## src/verilog/pin_cfg_pkg.sv

```systemverilog
// constants for the input pin configuration byte bank
// shared by the bank and its bench; no clock or reset here
package pin_cfg_pkg;
	// byte addresses within the configuration space
	localparam logic [7:0] OFS_ENABLE_PULL_LOWER = 8'h0E;
	localparam logic [7:0] OFS_ENABLE_PULL_UPPER = 8'h0F;
	localparam logic [7:0] OFS_POWERDOWN_PULL    = 8'h10;
	localparam logic [7:0] OFS_RESERVED_17       = 8'h11;
	localparam logic [7:0] OFS_ENABLE_POLARITY   = 8'h12;
	localparam logic [7:0] OFS_POWERDOWN_POL     = 8'h13;

	// pull field encoding
	localparam logic [1:0] PULL_NONE = 2'h0;
	localparam logic [1:0] PULL_DOWN = 2'h1;
	localparam logic [1:0] PULL_UP   = 2'h2;
	localparam logic [1:0] PULL_BOTH = 2'h3;

	// field positions: lsb of each two-bit pull field, bit of each polarity flag
	localparam int PULL_W         = 2;
	localparam int PULL_LSB_EN0   = 0;
	localparam int PULL_LSB_EN1   = 4;
	localparam int PULL_LSB_EN2   = 6;
	localparam int PULL_LSB_EN3   = 0;
	localparam int PULL_LSB_EN4   = 4;
	localparam int PULL_LSB_EN5   = 6;
	localparam int PULL_LSB_PWRDN = 0;
	localparam int POL_BIT_EN0    = 0;
	localparam int POL_BIT_EN1    = 2;
	localparam int POL_BIT_EN2    = 3;
	localparam int POL_BIT_EN3    = 4;
	localparam int POL_BIT_EN4    = 6;
	localparam int POL_BIT_EN5    = 7;
	localparam int POL_BIT_PWRDN  = 0;

	// writable bits of each byte; reserved bits hold zero
	localparam logic [7:0] MASK_ENABLE_PULL  = 8'hF3;
	localparam logic [7:0] MASK_PWRDN_PULL   = 8'h03;
	localparam logic [7:0] MASK_ENABLE_POL   = 8'hDD;
	localparam logic [7:0] MASK_PWRDN_POL    = 8'h01;

	// power-up values
	localparam logic [7:0] RST_ENABLE_PULL   = 8'h51;
	localparam logic [7:0] RST_PWRDN_PULL    = 8'h02;
	localparam logic [7:0] RST_ENABLE_POL    = 8'h00;
	localparam logic [7:0] RST_PWRDN_POL     = 8'h00;
endpackage

```

## src/verilog/input_pin_config_registers.sv

```systemverilog
// configuration bytes 14 to 19: input pulls and input polarity
// assumes a byte-wide write/read port from the serial-bus slave, on clk
`timescale 1ns/1ps

module input_pin_config_registers (
	// clock and reset
	input  wire logic       clk,
	input  wire logic       reset_n,
	// byte access from the serial-bus slave
	input  wire logic       wr_en,
	input  wire logic       rd_en,
	input  wire logic [7:0] addr,
	input  wire logic [7:0] wr_data,
	output logic      [7:0] rd_data,
	output logic            rd_hit,
	// raw pins
	input  wire logic [5:0] enable_in,
	input  wire logic       power_good_powerdown_in,
	// pad pull controls
	output logic      [5:0] pull_up_en,
	output logic      [5:0] pull_down_en,
	output logic            pwrdn_pull_up_en,
	output logic            pwrdn_pull_down_en,
	// decoded controls
	output logic      [5:0] output_enable,
	output logic            powerdown
);
	import pin_cfg_pkg::*;

	logic [7:0] pull_lower_reg, pull_lower_next;
	logic [7:0] pull_upper_reg, pull_upper_next;
	logic [7:0] pd_pull_reg,    pd_pull_next;
	logic [7:0] en_pol_reg,     en_pol_next;
	logic [7:0] pd_pol_reg,     pd_pol_next;
	logic [7:0] rd_data_next;
	logic       rd_hit_next;
	logic [1:0] pull_sel [6];
	logic [5:0] active_high;

	// masked byte update; reserved bits stay zero
	function automatic logic [7:0] upd(input logic [7:0] old, input logic [7:0] mask,
		input logic [7:0] d, input logic hit);
		upd = hit ? (d & mask) : old;
	endfunction

	// pull-up present for codes 10 and 11
	function automatic logic has_pull_up(input logic [1:0] sel);
		has_pull_up = sel == PULL_UP || sel == PULL_BOTH;
	endfunction

	// pull-down present for codes 01 and 11
	function automatic logic has_pull_down(input logic [1:0] sel);
		has_pull_down = sel == PULL_DOWN || sel == PULL_BOTH;
	endfunction

	always_comb begin
		pull_lower_next = upd(pull_lower_reg, MASK_ENABLE_PULL, wr_data, wr_en && addr == OFS_ENABLE_PULL_LOWER);
		pull_upper_next = upd(pull_upper_reg, MASK_ENABLE_PULL, wr_data, wr_en && addr == OFS_ENABLE_PULL_UPPER);
		pd_pull_next    = upd(pd_pull_reg, MASK_PWRDN_PULL, wr_data, wr_en && addr == OFS_POWERDOWN_PULL);
		en_pol_next     = upd(en_pol_reg, MASK_ENABLE_POL, wr_data, wr_en && addr == OFS_ENABLE_POLARITY);
		pd_pol_next     = upd(pd_pol_reg, MASK_PWRDN_POL, wr_data, wr_en && addr == OFS_POWERDOWN_POL);
		rd_hit_next     = 1'b1;
		// byte 17 reads zero and stores nothing
		unique case (addr)
			OFS_ENABLE_PULL_LOWER: rd_data_next = pull_lower_reg;
			OFS_ENABLE_PULL_UPPER: rd_data_next = pull_upper_reg;
			OFS_POWERDOWN_PULL:    rd_data_next = pd_pull_reg;
			OFS_RESERVED_17:       rd_data_next = 8'h00;
			OFS_ENABLE_POLARITY:   rd_data_next = en_pol_reg;
			OFS_POWERDOWN_POL:     rd_data_next = pd_pol_reg;
			default: begin
				rd_data_next = 8'h00;
				rd_hit_next  = 1'b0;
			end
		endcase
		// idle cycles keep the last read byte for a slow host
		if (!rd_en) begin
			rd_data_next = rd_data;
			rd_hit_next  = 1'b0;
		end
	end

	always_ff @(posedge clk) begin
		if (!reset_n) begin
			pull_lower_reg <= RST_ENABLE_PULL;
			pull_upper_reg <= RST_ENABLE_PULL;
			pd_pull_reg    <= RST_PWRDN_PULL;
			en_pol_reg     <= RST_ENABLE_POL;
			pd_pol_reg     <= RST_PWRDN_POL;
			rd_data        <= 8'h00;
			rd_hit         <= 1'b0;
		end else begin
			pull_lower_reg <= pull_lower_next;
			pull_upper_reg <= pull_upper_next;
			pd_pull_reg    <= pd_pull_next;
			en_pol_reg     <= en_pol_next;
			pd_pol_reg     <= pd_pol_next;
			rd_data        <= rd_data_next;
			rd_hit         <= rd_hit_next;
		end
	end

	assign pull_sel[0] = pull_lower_reg[PULL_LSB_EN0 +: PULL_W];
	assign pull_sel[1] = pull_lower_reg[PULL_LSB_EN1 +: PULL_W];
	assign pull_sel[2] = pull_lower_reg[PULL_LSB_EN2 +: PULL_W];
	assign pull_sel[3] = pull_upper_reg[PULL_LSB_EN3 +: PULL_W];
	assign pull_sel[4] = pull_upper_reg[PULL_LSB_EN4 +: PULL_W];
	assign pull_sel[5] = pull_upper_reg[PULL_LSB_EN5 +: PULL_W];
	assign active_high = {en_pol_reg[POL_BIT_EN5], en_pol_reg[POL_BIT_EN4], en_pol_reg[POL_BIT_EN3],
		en_pol_reg[POL_BIT_EN2], en_pol_reg[POL_BIT_EN1], en_pol_reg[POL_BIT_EN0]};

	always_comb begin
		for (int i = 0; i < 6; i++) begin
			pull_up_en[i]   = has_pull_up(pull_sel[i]);
			pull_down_en[i] = has_pull_down(pull_sel[i]);
		end
		pwrdn_pull_up_en   = has_pull_up(pd_pull_reg[PULL_LSB_PWRDN +: PULL_W]);
		pwrdn_pull_down_en = has_pull_down(pd_pull_reg[PULL_LSB_PWRDN +: PULL_W]);
		output_enable = ~(enable_in ^ active_high);
		powerdown = ~(power_good_powerdown_in ^ pd_pol_reg[POL_BIT_PWRDN]);
	end

	a_reset_pulldown: assert property (@(posedge clk) !reset_n |=> pull_down_en == 6'h3F && pull_up_en == 6'h00)
		else $error("enable pulls not pull-down after reset");
	a_reset_pdpullup: assert property (@(posedge clk) !reset_n |=> pwrdn_pull_up_en && !pwrdn_pull_down_en)
		else $error("power-down pull not pull-up after reset");
	a_reset_polarity: assert property (@(posedge clk) !reset_n |=> en_pol_reg == 8'h00 && !pd_pol_reg[0])
		else $error("polarity not zero after reset");
	a_reset_lower: assert property (@(posedge clk) !reset_n |=> pull_lower_reg == RST_ENABLE_PULL)
		else $error("byte 14 not pull-down after reset");

	a_enable_decode: assert property (@(posedge clk) disable iff (!reset_n)
		output_enable[5] == (enable_in[5] == en_pol_reg[7])) else $error("enable 5 polarity wrong");
	a_enable_lower: assert property (@(posedge clk) disable iff (!reset_n)
		output_enable[2:0] == {enable_in[2] == en_pol_reg[POL_BIT_EN2],
		enable_in[1] == en_pol_reg[POL_BIT_EN1], enable_in[0] == en_pol_reg[POL_BIT_EN0]})
		else $error("enables 0 to 2 polarity wrong");
	a_enable_middle: assert property (@(posedge clk) disable iff (!reset_n)
		output_enable[4:3] == {enable_in[4] == en_pol_reg[POL_BIT_EN4], enable_in[3] == en_pol_reg[POL_BIT_EN3]})
		else $error("enables 3 and 4 polarity wrong");
	a_powerdown_decode: assert property (@(posedge clk) disable iff (!reset_n)
		powerdown == (power_good_powerdown_in == pd_pol_reg[0])) else $error("power-down polarity wrong");
	a_pull_both: assert property (@(posedge clk) disable iff (!reset_n)
		pull_sel[0] == PULL_BOTH |-> pull_up_en[0] && pull_down_en[0]) else $error("both-pull decode wrong");
	a_pull_none: assert property (@(posedge clk) disable iff (!reset_n)
		pull_sel[3] == PULL_NONE |-> !pull_up_en[3] && !pull_down_en[3]) else $error("no-pull decode wrong");
	a_pull_up_only: assert property (@(posedge clk) disable iff (!reset_n)
		pull_sel[4] == PULL_UP |-> pull_up_en[4] && !pull_down_en[4]) else $error("pull-up decode wrong");
	a_pull_down_only: assert property (@(posedge clk) disable iff (!reset_n)
		pd_pull_reg[PULL_LSB_PWRDN +: PULL_W] == PULL_DOWN |-> pwrdn_pull_down_en && !pwrdn_pull_up_en)
		else $error("pull-down decode wrong");

	a_reserved_ignored: assert property (@(posedge clk) disable iff (!reset_n)
		(en_pol_reg & ~MASK_ENABLE_POL) == 8'h00 && pd_pol_reg[7:1] == 7'h00) else $error("reserved bit set");
	a_pull_reserved: assert property (@(posedge clk) disable iff (!reset_n)
		(pull_upper_reg & ~MASK_ENABLE_PULL) == 8'h00 && (pd_pull_reg & ~MASK_PWRDN_PULL) == 8'h00)
		else $error("reserved pull bit set");

	a_write_upper: assert property (@(posedge clk) disable iff (!reset_n)
		wr_en && addr == OFS_ENABLE_PULL_UPPER |=> pull_sel[5] == $past(wr_data[7:6])) else $error("byte 15 write lost");
	a_write_lower: assert property (@(posedge clk) disable iff (!reset_n)
		wr_en && addr == OFS_ENABLE_PULL_LOWER |=> pull_sel[2] == $past(wr_data[7:6])) else $error("byte 14 write lost");
	a_write_pdpull: assert property (@(posedge clk) disable iff (!reset_n)
		wr_en && addr == OFS_POWERDOWN_PULL |=> pd_pull_reg == ($past(wr_data) & MASK_PWRDN_PULL))
		else $error("byte 16 write lost");
	a_write_enpol: assert property (@(posedge clk) disable iff (!reset_n)
		wr_en && addr == OFS_ENABLE_POLARITY |=> en_pol_reg == ($past(wr_data) & MASK_ENABLE_POL))
		else $error("byte 18 write lost");
	a_write_pdpol: assert property (@(posedge clk) disable iff (!reset_n)
		wr_en && addr == OFS_POWERDOWN_POL |=> pd_pol_reg == ($past(wr_data) & MASK_PWRDN_POL))
		else $error("byte 19 write lost");

	a_byte17_read: assert property (@(posedge clk) disable iff (!reset_n)
		rd_en && addr == OFS_RESERVED_17 |=> rd_data == 8'h00 && rd_hit) else $error("byte 17 not zero");
	a_read_upper: assert property (@(posedge clk) disable iff (!reset_n)
		rd_en && addr == OFS_ENABLE_PULL_UPPER |=> rd_data == $past(pull_upper_reg) && rd_hit)
		else $error("byte 15 read wrong");
	a_unmapped_read: assert property (@(posedge clk) disable iff (!reset_n)
		rd_en && addr > OFS_POWERDOWN_POL |=> rd_data == 8'h00 && !rd_hit) else $error("unmapped read answered");
endmodule

```

## config.mk

```make
export PLATFORM = sky130hd
export DESIGN_NAME = input_pin_config_registers
export DESIGN_NICKNAME = d
export VERILOG_FILES = /design/src/verilog/pin_cfg_pkg.sv /design/src/verilog/input_pin_config_registers.sv
export SDC_FILE = /design/constraint.sdc
export NUM_CORES = 1
export LEC_CHECK = 0
export CAP_MARGIN = 10
export CORE_MARGIN = 5
export CORE_UTILIZATION = 25
export CTS_CLUSTER_SIZE = 10
export DETAILED_ROUTE_END_ITERATION = 12
export DONT_BUFFER_PORTS = 1
export PLACE_DENSITY = 0.46
export SYNTH_ARGS = -nofsm -noshare
export SYNTH_HDL_FRONTEND = slang
export SYNTH_SLANG_ARGS = --single-unit
```

## constraint.sdc

```tcl
create_clock -name clk -period 1.4 [get_ports clk]
set_input_delay 0.21 -clock clk [delete_from_list [all_inputs] [get_ports clk]]
set_output_delay 0.21 -clock clk [all_outputs]
set_load 0.01 [all_outputs]
```

==> run_results.csv, run 1 <==
group,metric,value,unit
routing,drtIter0Drc,108,
grt,antenna_found_initial,0,
critical_path,slowest_stage,"or4b_4",
placed_design,placedCellCount,238,
final_layout,post-route-util,0.287,
floorplanning,start_util,0.260,
final_layout,largest_register_ffs,8,
synthesis,synth.distinct_cells,35,
critical_path,worstSetupPathType,"input pin to register",
synthesis,yosys_warnings,0,
synthesis,synth_nets,209,
grt,use_met1,0.174,
timing,fmax,865,MHz
routing,viasPerCell,5.45,
critical_path,path_buf_inv,0,
critical_path,startpoint_type,"input pin",
timing,fin_crit_sh,0.826,
power_and_ir_drop,p_per_area,993,nW/µm²
placed_design,port_buffers,0,
routing,vias,1347,
final_layout,final_net_count,198,
final_layout,layout-drive-gt1-share,0.174,
critical_path,cp-end-kind,"register",
routing,wirelength,4930,µm
cts,ctsHoldBuffers,1,
synthesis,syn_avg_cell_area,8.55,µm²
cts,clk_pin_slew,0.07,ns
synthesis,synth_area,1560,µm²
timing,clock_skew,0.00519,ns
placed_design,place_area,1620,µm²
synthesis,ys_seq_area_frac,0.386,
timing,fin_tns_setup,0,ns
grt,grt_max_degree,26,
synthesis,synth_ff_type,"dfxtp_1",
critical_path,slowest_delay,0.67,ns
final_layout,largest-register,"rd_data",
floorplanning,die_area,7900,µm²
routing,drt-pass1-iter-count,4,
placed_design,dp_hpwl,3340,µm
synthesis,ys_ff_latch,30,
timing,hold_viol_final,0,
cts,h-tree-depth,2,
synthesis,synth_cells,182,
placed_design,place_congestion,0.732,
grt,top_usage_layer,"met2",
final_layout,final_cell_area,1720,µm²
cts,cts_setup_buffers,0,
timing,relSlewSlack,0.684,
run_status,outcome,"complete, no violations",
timing,finalSetupViolCount,0,
cts,clk_latency,0.28,ns
timing,rsz0062_at_grt,"false",
critical_path,critical_path.cell_chain,"or4b_4 > nor3_4 > mux2i_1",
routing,wl_per_cell,19.9,µm
cts,cts_resized,0,
grt,track_usage,0.130,
timing,final.min_clock_period,1.16,ns
critical_path,r2r_setup_slack,0.26,ns
grt,use_met3,0.0498,
cts,tritoncts,"yes",
power_and_ir_drop,p_leak,0.521,nW
final_layout,diodes,0,
worst_hold_path,hp-class,"input pin to register",
floorplanning,io_pins,57,
grt,grt_pass1_wl,7630,µm
cts,clock-root-buffer,"clkbuf_8",
critical_path,critPathMaxFanout,19,
critical_path,arrival,1.37,ns
cts,cts_num_sinks,30,
floorplanning,die_h,88.9,µm
routing,post-route-drc-count,0,
grt,grt_util_met2,0.191,
final_layout,syn2layout_area_growth,10.3,%
floorplanning,fp-row-count,28,
cts,numCtsBuffers,5,
synthesis,synthArstFlopShare,0,
critical_path,critPathTopFamily,"simple AND/OR/NAND/NOR gates",
timing,slew_violations,0,
power_and_ir_drop,p_total,1.70,mW
floorplanning,coreArea,5990,µm²
final_layout,fin_cells,247,
cts,cts_buffer_depth,2,
critical_path,required,1.62,ns
grt,grt_pass1_vias,1364,
flow_run,max-cap-violations,0,
grt,grt_overflow,0,
synthesis,synth_edf_count,0,
routing,final_antenna_net_count,0,
timing,tightest_slew,0.474,ns
power_and_ir_drop,ir_worst_vdd,0.321,mV
floorplanning,dieWidth,88.9,µm
==> routing by layer <==
metal / up-vias / routed length [µm]
li1: 652 / -
met1: 635 / 2270
met2: 52 / 2140
met3: 8 / 460
met4: 0 / 59
met5: - / 0
==> synthesized netlist by cell type (all sizes together), types with 2 or more instances <==
| master | instances | area [µm²] |
|---|---|---|
| a21oi | 14 | 70.1 |
| a221oi | 2 | 17.5 |
| a22oi | 8 | 60.1 |
| a31oi | 7 | 43.8 |
| buf | 6 | 43.8 |
| clkbuf | 24 | 90.1 |
| dfxtp | 30 | 601 |
| inv | 3 | 11.3 |
| mux2 | 6 | 67.6 |
| mux2i | 3 | 30.0 |
| nand2 | 14 | 52.6 |
| nand3 | 4 | 20.0 |
| nand4 | 13 | 81.3 |
| nor2 | 2 | 7.51 |
| nor4 | 7 | 43.8 |
| nor4b | 2 | 23.8 |
| o21ai | 7 | 35.0 |
| o31ai | 12 | 90.1 |
| xnor2 | 7 | 61.3 |
==> power breakdown <==
group / switching (mW) / internal (mW) / total, mW
Sequential: 0.00164 / 0.855 / 0.856
Clock: 0.331 / 0.396 / 0.727
Combinational: 0.0731 / 0.0471 / 0.120
Total: 0.406 / 1.30 / 1.70
==> cells in the final DEF, fill, tap and decap left out, types with 2 or more instances in the layout <==
master,instances
a21oi_1,14
a221oi_1,2
a22oi_1,8
a31oi_1,7
buf_4,10
clkbuf_8,6
dfxtp_1,30
inv_1,3
mux2_2,6
mux2i_1,3
nand2_1,14
nand3_1,4
nand4_1,13
nor2_1,2
nor4_1,7
o21ai_0,6
o31ai_1,12
xnor2_1,7
==> area by class of cell <==
type	instances	area, µm²
Clock inverter	1	5.00
Clock buffer	7	86.3
Fill cell	647	4270
Multi-Input combinational cell	119	815
Tap cell	75	93.8
Sequential cell	30	601
Timing Repair Buffer	12	105
Inverter	3	11.3
==> kinds of logic (layout without fill, tap and decap cells) <==
logic type / after synthesis / in the layout / synth area share
multiplexers: 9 / 9 / 0.0627
buffers and inverters: 33 / 23 / 0.0932
AO/OA/AOI/OAI: 51 / 51 / 0.209
XOR/XNOR: 7 / 7 / 0.0394
flip-flops: 30 / 30 / 0.386
AND/OR/NAND/NOR: 52 / 52 / 0.210
==> path summary, 6_finish.rpt <==
path                       end            from  cells past startpoint
min          pull_lower_reg[0]         reset_n                      1
min reg2reg         rd_data[6]   en_pol_reg[6]                      2
max reg2reg         rd_data[0]  pd_pull_reg[0]                      3
max          pull_upper_reg[5]         addr[5]                      3
==> metrics by stage <==
| stage | setup slack (ns) | hold WS, ns |
|---|---|---|
| floorplan | 0.00714 | 0.352 |
| global route | 0.195 | 0.00809 |
| finish | 0.244 | 0.00718 |
| global placement | -0.0560 | 0.289 |
| CTS | 0.234 | 0.000239 |
| detailed placement | -0.0621 | 0.294 |
==> worst reg2reg max path, cell delays in order (launching register included) <==
cell	delay (ns)
dfxtp_1	0.36
mux2_2	0.28
a221oi_1	0.27
o31ai_1	0.11
Note: power is estimated with default switching activity, not from simulation.
==> run 2: changes to the inputs <==
ABC_AREA = 1   (was unset)
clock period = 1 ns   (was 1.4 ns; I/O delays follow)
==> run 2 against run 1 <==
The flow now finishes with violations (hold timing). Combinational power up 50%. Global-route usage down 1.7 points. Synthesized cell count up 16%. Register-to-register slack worse by 0.08 ns. Count of clock-buffer cells in the layout down 2. Via count down 0.52%. Hold slack worse by 0.064 ns. Design area up 15%.
==> run_results.csv, run 2 <==
group,metric,value,unit
grt,antenna_found_initial,0,
timing,relSlewSlack,0.815,
cts,h-tree-depth,2,
timing,finalSetupViolCount,0,
routing,wirelength,4230,µm
floorplanning,coreArea,5990,µm²
timing,hold_viol_final,10,
run_status,failed_checks,"hold timing",
cts,ctsHoldBuffers,4,
synthesis,ys_ff_latch,30,
floorplanning,die_h,89.2,µm
critical_path,cp-end-kind,"primary output",
cts,numCtsBuffers,5,
final_layout,largest-register,"rd_data",
synthesis,synth_area,1570,µm²
routing,post-route-drc-count,0,
power_and_ir_drop,p_per_area,1310,nW/µm²
floorplanning,start_util,0.261,
floorplanning,io_pins,57,
routing,vias,1340,
critical_path,startpoint_type,"register",
critical_path,required,0.85,ns
timing,slew_violations,0,
floorplanning,die_area,7950,µm²
final_layout,final_net_count,252,
grt,grt_pass1_wl,6630,µm
timing,rsz0062_at_grt,"true",
critical_path,slowest_stage,"dfxtp_2",
critical_path,critPathTopFamily,"flip-flops",
synthesis,synth_cells,211,
synthesis,yosys-top-cells-area,"dfxtp_1 (38%), nand3_1 (8.9%), nand2_1 (7.9%)",
power_and_ir_drop,ir_worst_vdd,0.726,mV
worst_hold_path,hp-class,"input pin to register",
power_and_ir_drop,p_leak,0.836,nW
placed_design,placedCellCount,289,
final_layout,n_fill_cell,663,
synthesis,synth_ff_type,"dfxtp_1",
final_layout,layout-drive-gt1-share,0.319,
synthesis,yosys_warnings,0,
cts,clock-root-buffer,"clkbuf_8",
placed_design,dp_hpwl,3370,µm
placed_design,port_buffers,0,
timing,fin_tns_setup,0,ns
cts,tritoncts,"yes",
worst_hold_path,hold_depth,1,
synthesis,yosys.area.top_type_share,0.383,
timing,fmax,1040,MHz
synthesis,synth_nets,238,
timing,final.min_clock_period,0.966,ns
synthesis,ys_seq_area_frac,0.383,
synthesis,synth.distinct_cells,27,
grt,grt_max_degree,23,
flow_run,max-cap-violations,0,
critical_path,slowest_delay,0.35,ns
grt,grt_overflow,0,
critical_path,path_buf_inv,0,
floorplanning,dieWidth,89.2,µm
cts,cts_buffer_depth,2,
routing,final_antenna_net_count,0,
routing,drt-pass1-iter-count,4,
placed_design,place_congestion,0.780,
timing,tightest_slew,0.275,ns
cts,clk_latency,0.28,ns
grt,grt_pass1_vias,1255,
routing,drtIter0Drc,60,
synthesis,synth_top_area_cell,"dfxtp_1",
final_layout,post-route-util,0.330,
timing,holdWs,-0.0569,ns
critical_path,critical_path.cell_chain,"xnor2_2",
cts,clk_pin_slew,0.07,ns
critical_path,arrival,0.82,ns
cts,cts_setup_buffers,0,
final_layout,layout_commonest_cell,"nand2_1",
final_layout,most-common-layout-cells,"nand2_1 (33), nand3_1 (28), dfxtp_1 (23)",
synthesis,synth_edf_count,0,
grt,track_usage,0.113,
timing,clock_skew,0.00373,ns
final_layout,final_cell_area,1970,µm²
timing,fin_crit_sh,0.966,
synthesis,yosysMostFrequentCell,"nand2_1",
synthesis,synthArstFlopShare,0,
routing,wl_per_cell,14.1,µm
cts,cts_num_sinks,30,
critical_path,worst-path-stages,1,
final_layout,largest_register_ffs,8,
floorplanning,fp-row-count,28,
final_layout,diodes,0,
critical_path,worstSetupPathType,"register to primary output",
final_layout,syn2layout_area_growth,26.0,%
critical_path,rr_worst_depth,4,
final_layout,fin_cells,301,
run_status,outcome,"finished, violations left",
synthesis,syn_avg_cell_area,7.42,µm²
routing,viasPerCell,4.45,
placed_design,place_area,1760,µm²
critical_path,critPathMaxFanout,3,
synthesis,synthTopCellsByCount,"nand2_1 (33), dfxtp_1 (30), nand3_1 (28), inv_1 (18)",
==> run 2: cell types whose count changed in the layout (fill, tap and decap cells not counted), moves of 8 or more <==
cell	previous run	this run
inv_1	3	18
buf_4	10	21
nand3_1	4	28
nand2_1	14	33
o31ai_1	12	0
o21ai_1	1	10
a22oi_1	8	0
==> run 2: layer usage <==
metal,GRT usage,part of all wire,wire length (µm),vias up
met1,0.147,0.45,1890,584
met2,0.162,0.44,1860,40
met5,0,0,0,-
met3,0.0470,0.097,410,8
met4,0.0487,0.016,68,0
li1,-,-,-,708
==> run 2: final timing paths <==
path	to	startpoint	slack (ns)
hold / removal	pull_upper_reg[0]	reset_n	-0.06
setup / recovery	output_enable[5]	en_pol_reg[7]	0.03
hold reg to reg	en_pol_reg[6]	en_pol_reg[6]	0.48
setup reg to reg	rd_data[5]	pull_lower_reg[5]	0.18
==> run 2: power breakdown <==
| group | internal [mW] | switching, mW | total [mW] |
|---|---|---|---|
| registers | 1.20 | 0.00473 | 1.20 |
| logic | 0.0786 | 0.102 | 0.180 |
| clock network | 0.732 | 0.465 | 1.20 |
| total | 2.01 | 0.571 | 2.58 |
==> run 2: per-stage QoR <==
stage	setup slack, ns	total power [mW]
after global routing	-0.0131	2.70
after floorplan	0.0461	1.36
after detailed placement	-0.0830	1.39
after CTS	0.00522	2.62
after global placement	-0.0491	1.39
final	0.0342	2.58
==> run 2: kinds of logic after synthesis <==
kind of cell	Yosys count	share of synthesized area
AO/OA/AOI/OAI	36	0.128
XOR/XNOR	7	0.0391
buffers and inverters	46	0.124
flip-flops	30	0.383
AND/OR/NAND/NOR	92	0.326
==> run 2: cell type report <==
type                            instances  area [µm²]  area share
Multi-Input combinational cell        135         825       0.418
Sequential cell                        30         609       0.309
Timing Repair Buffer                   27         238       0.120
Inverter                               26         100      0.0507
Tap cell                               75        93.8      0.0475
Clock buffer                            5        68.8      0.0349
Clock inverter                          3        40.0      0.0203
==> run 2: what timing repair did <==
item | in CTS | in global routing
pin swaps | 6 | 1
hold endpoints to repair | 19 | 12
endpoints found under the setup margin | 7 | 7
gates resized for setup | 14 | 0
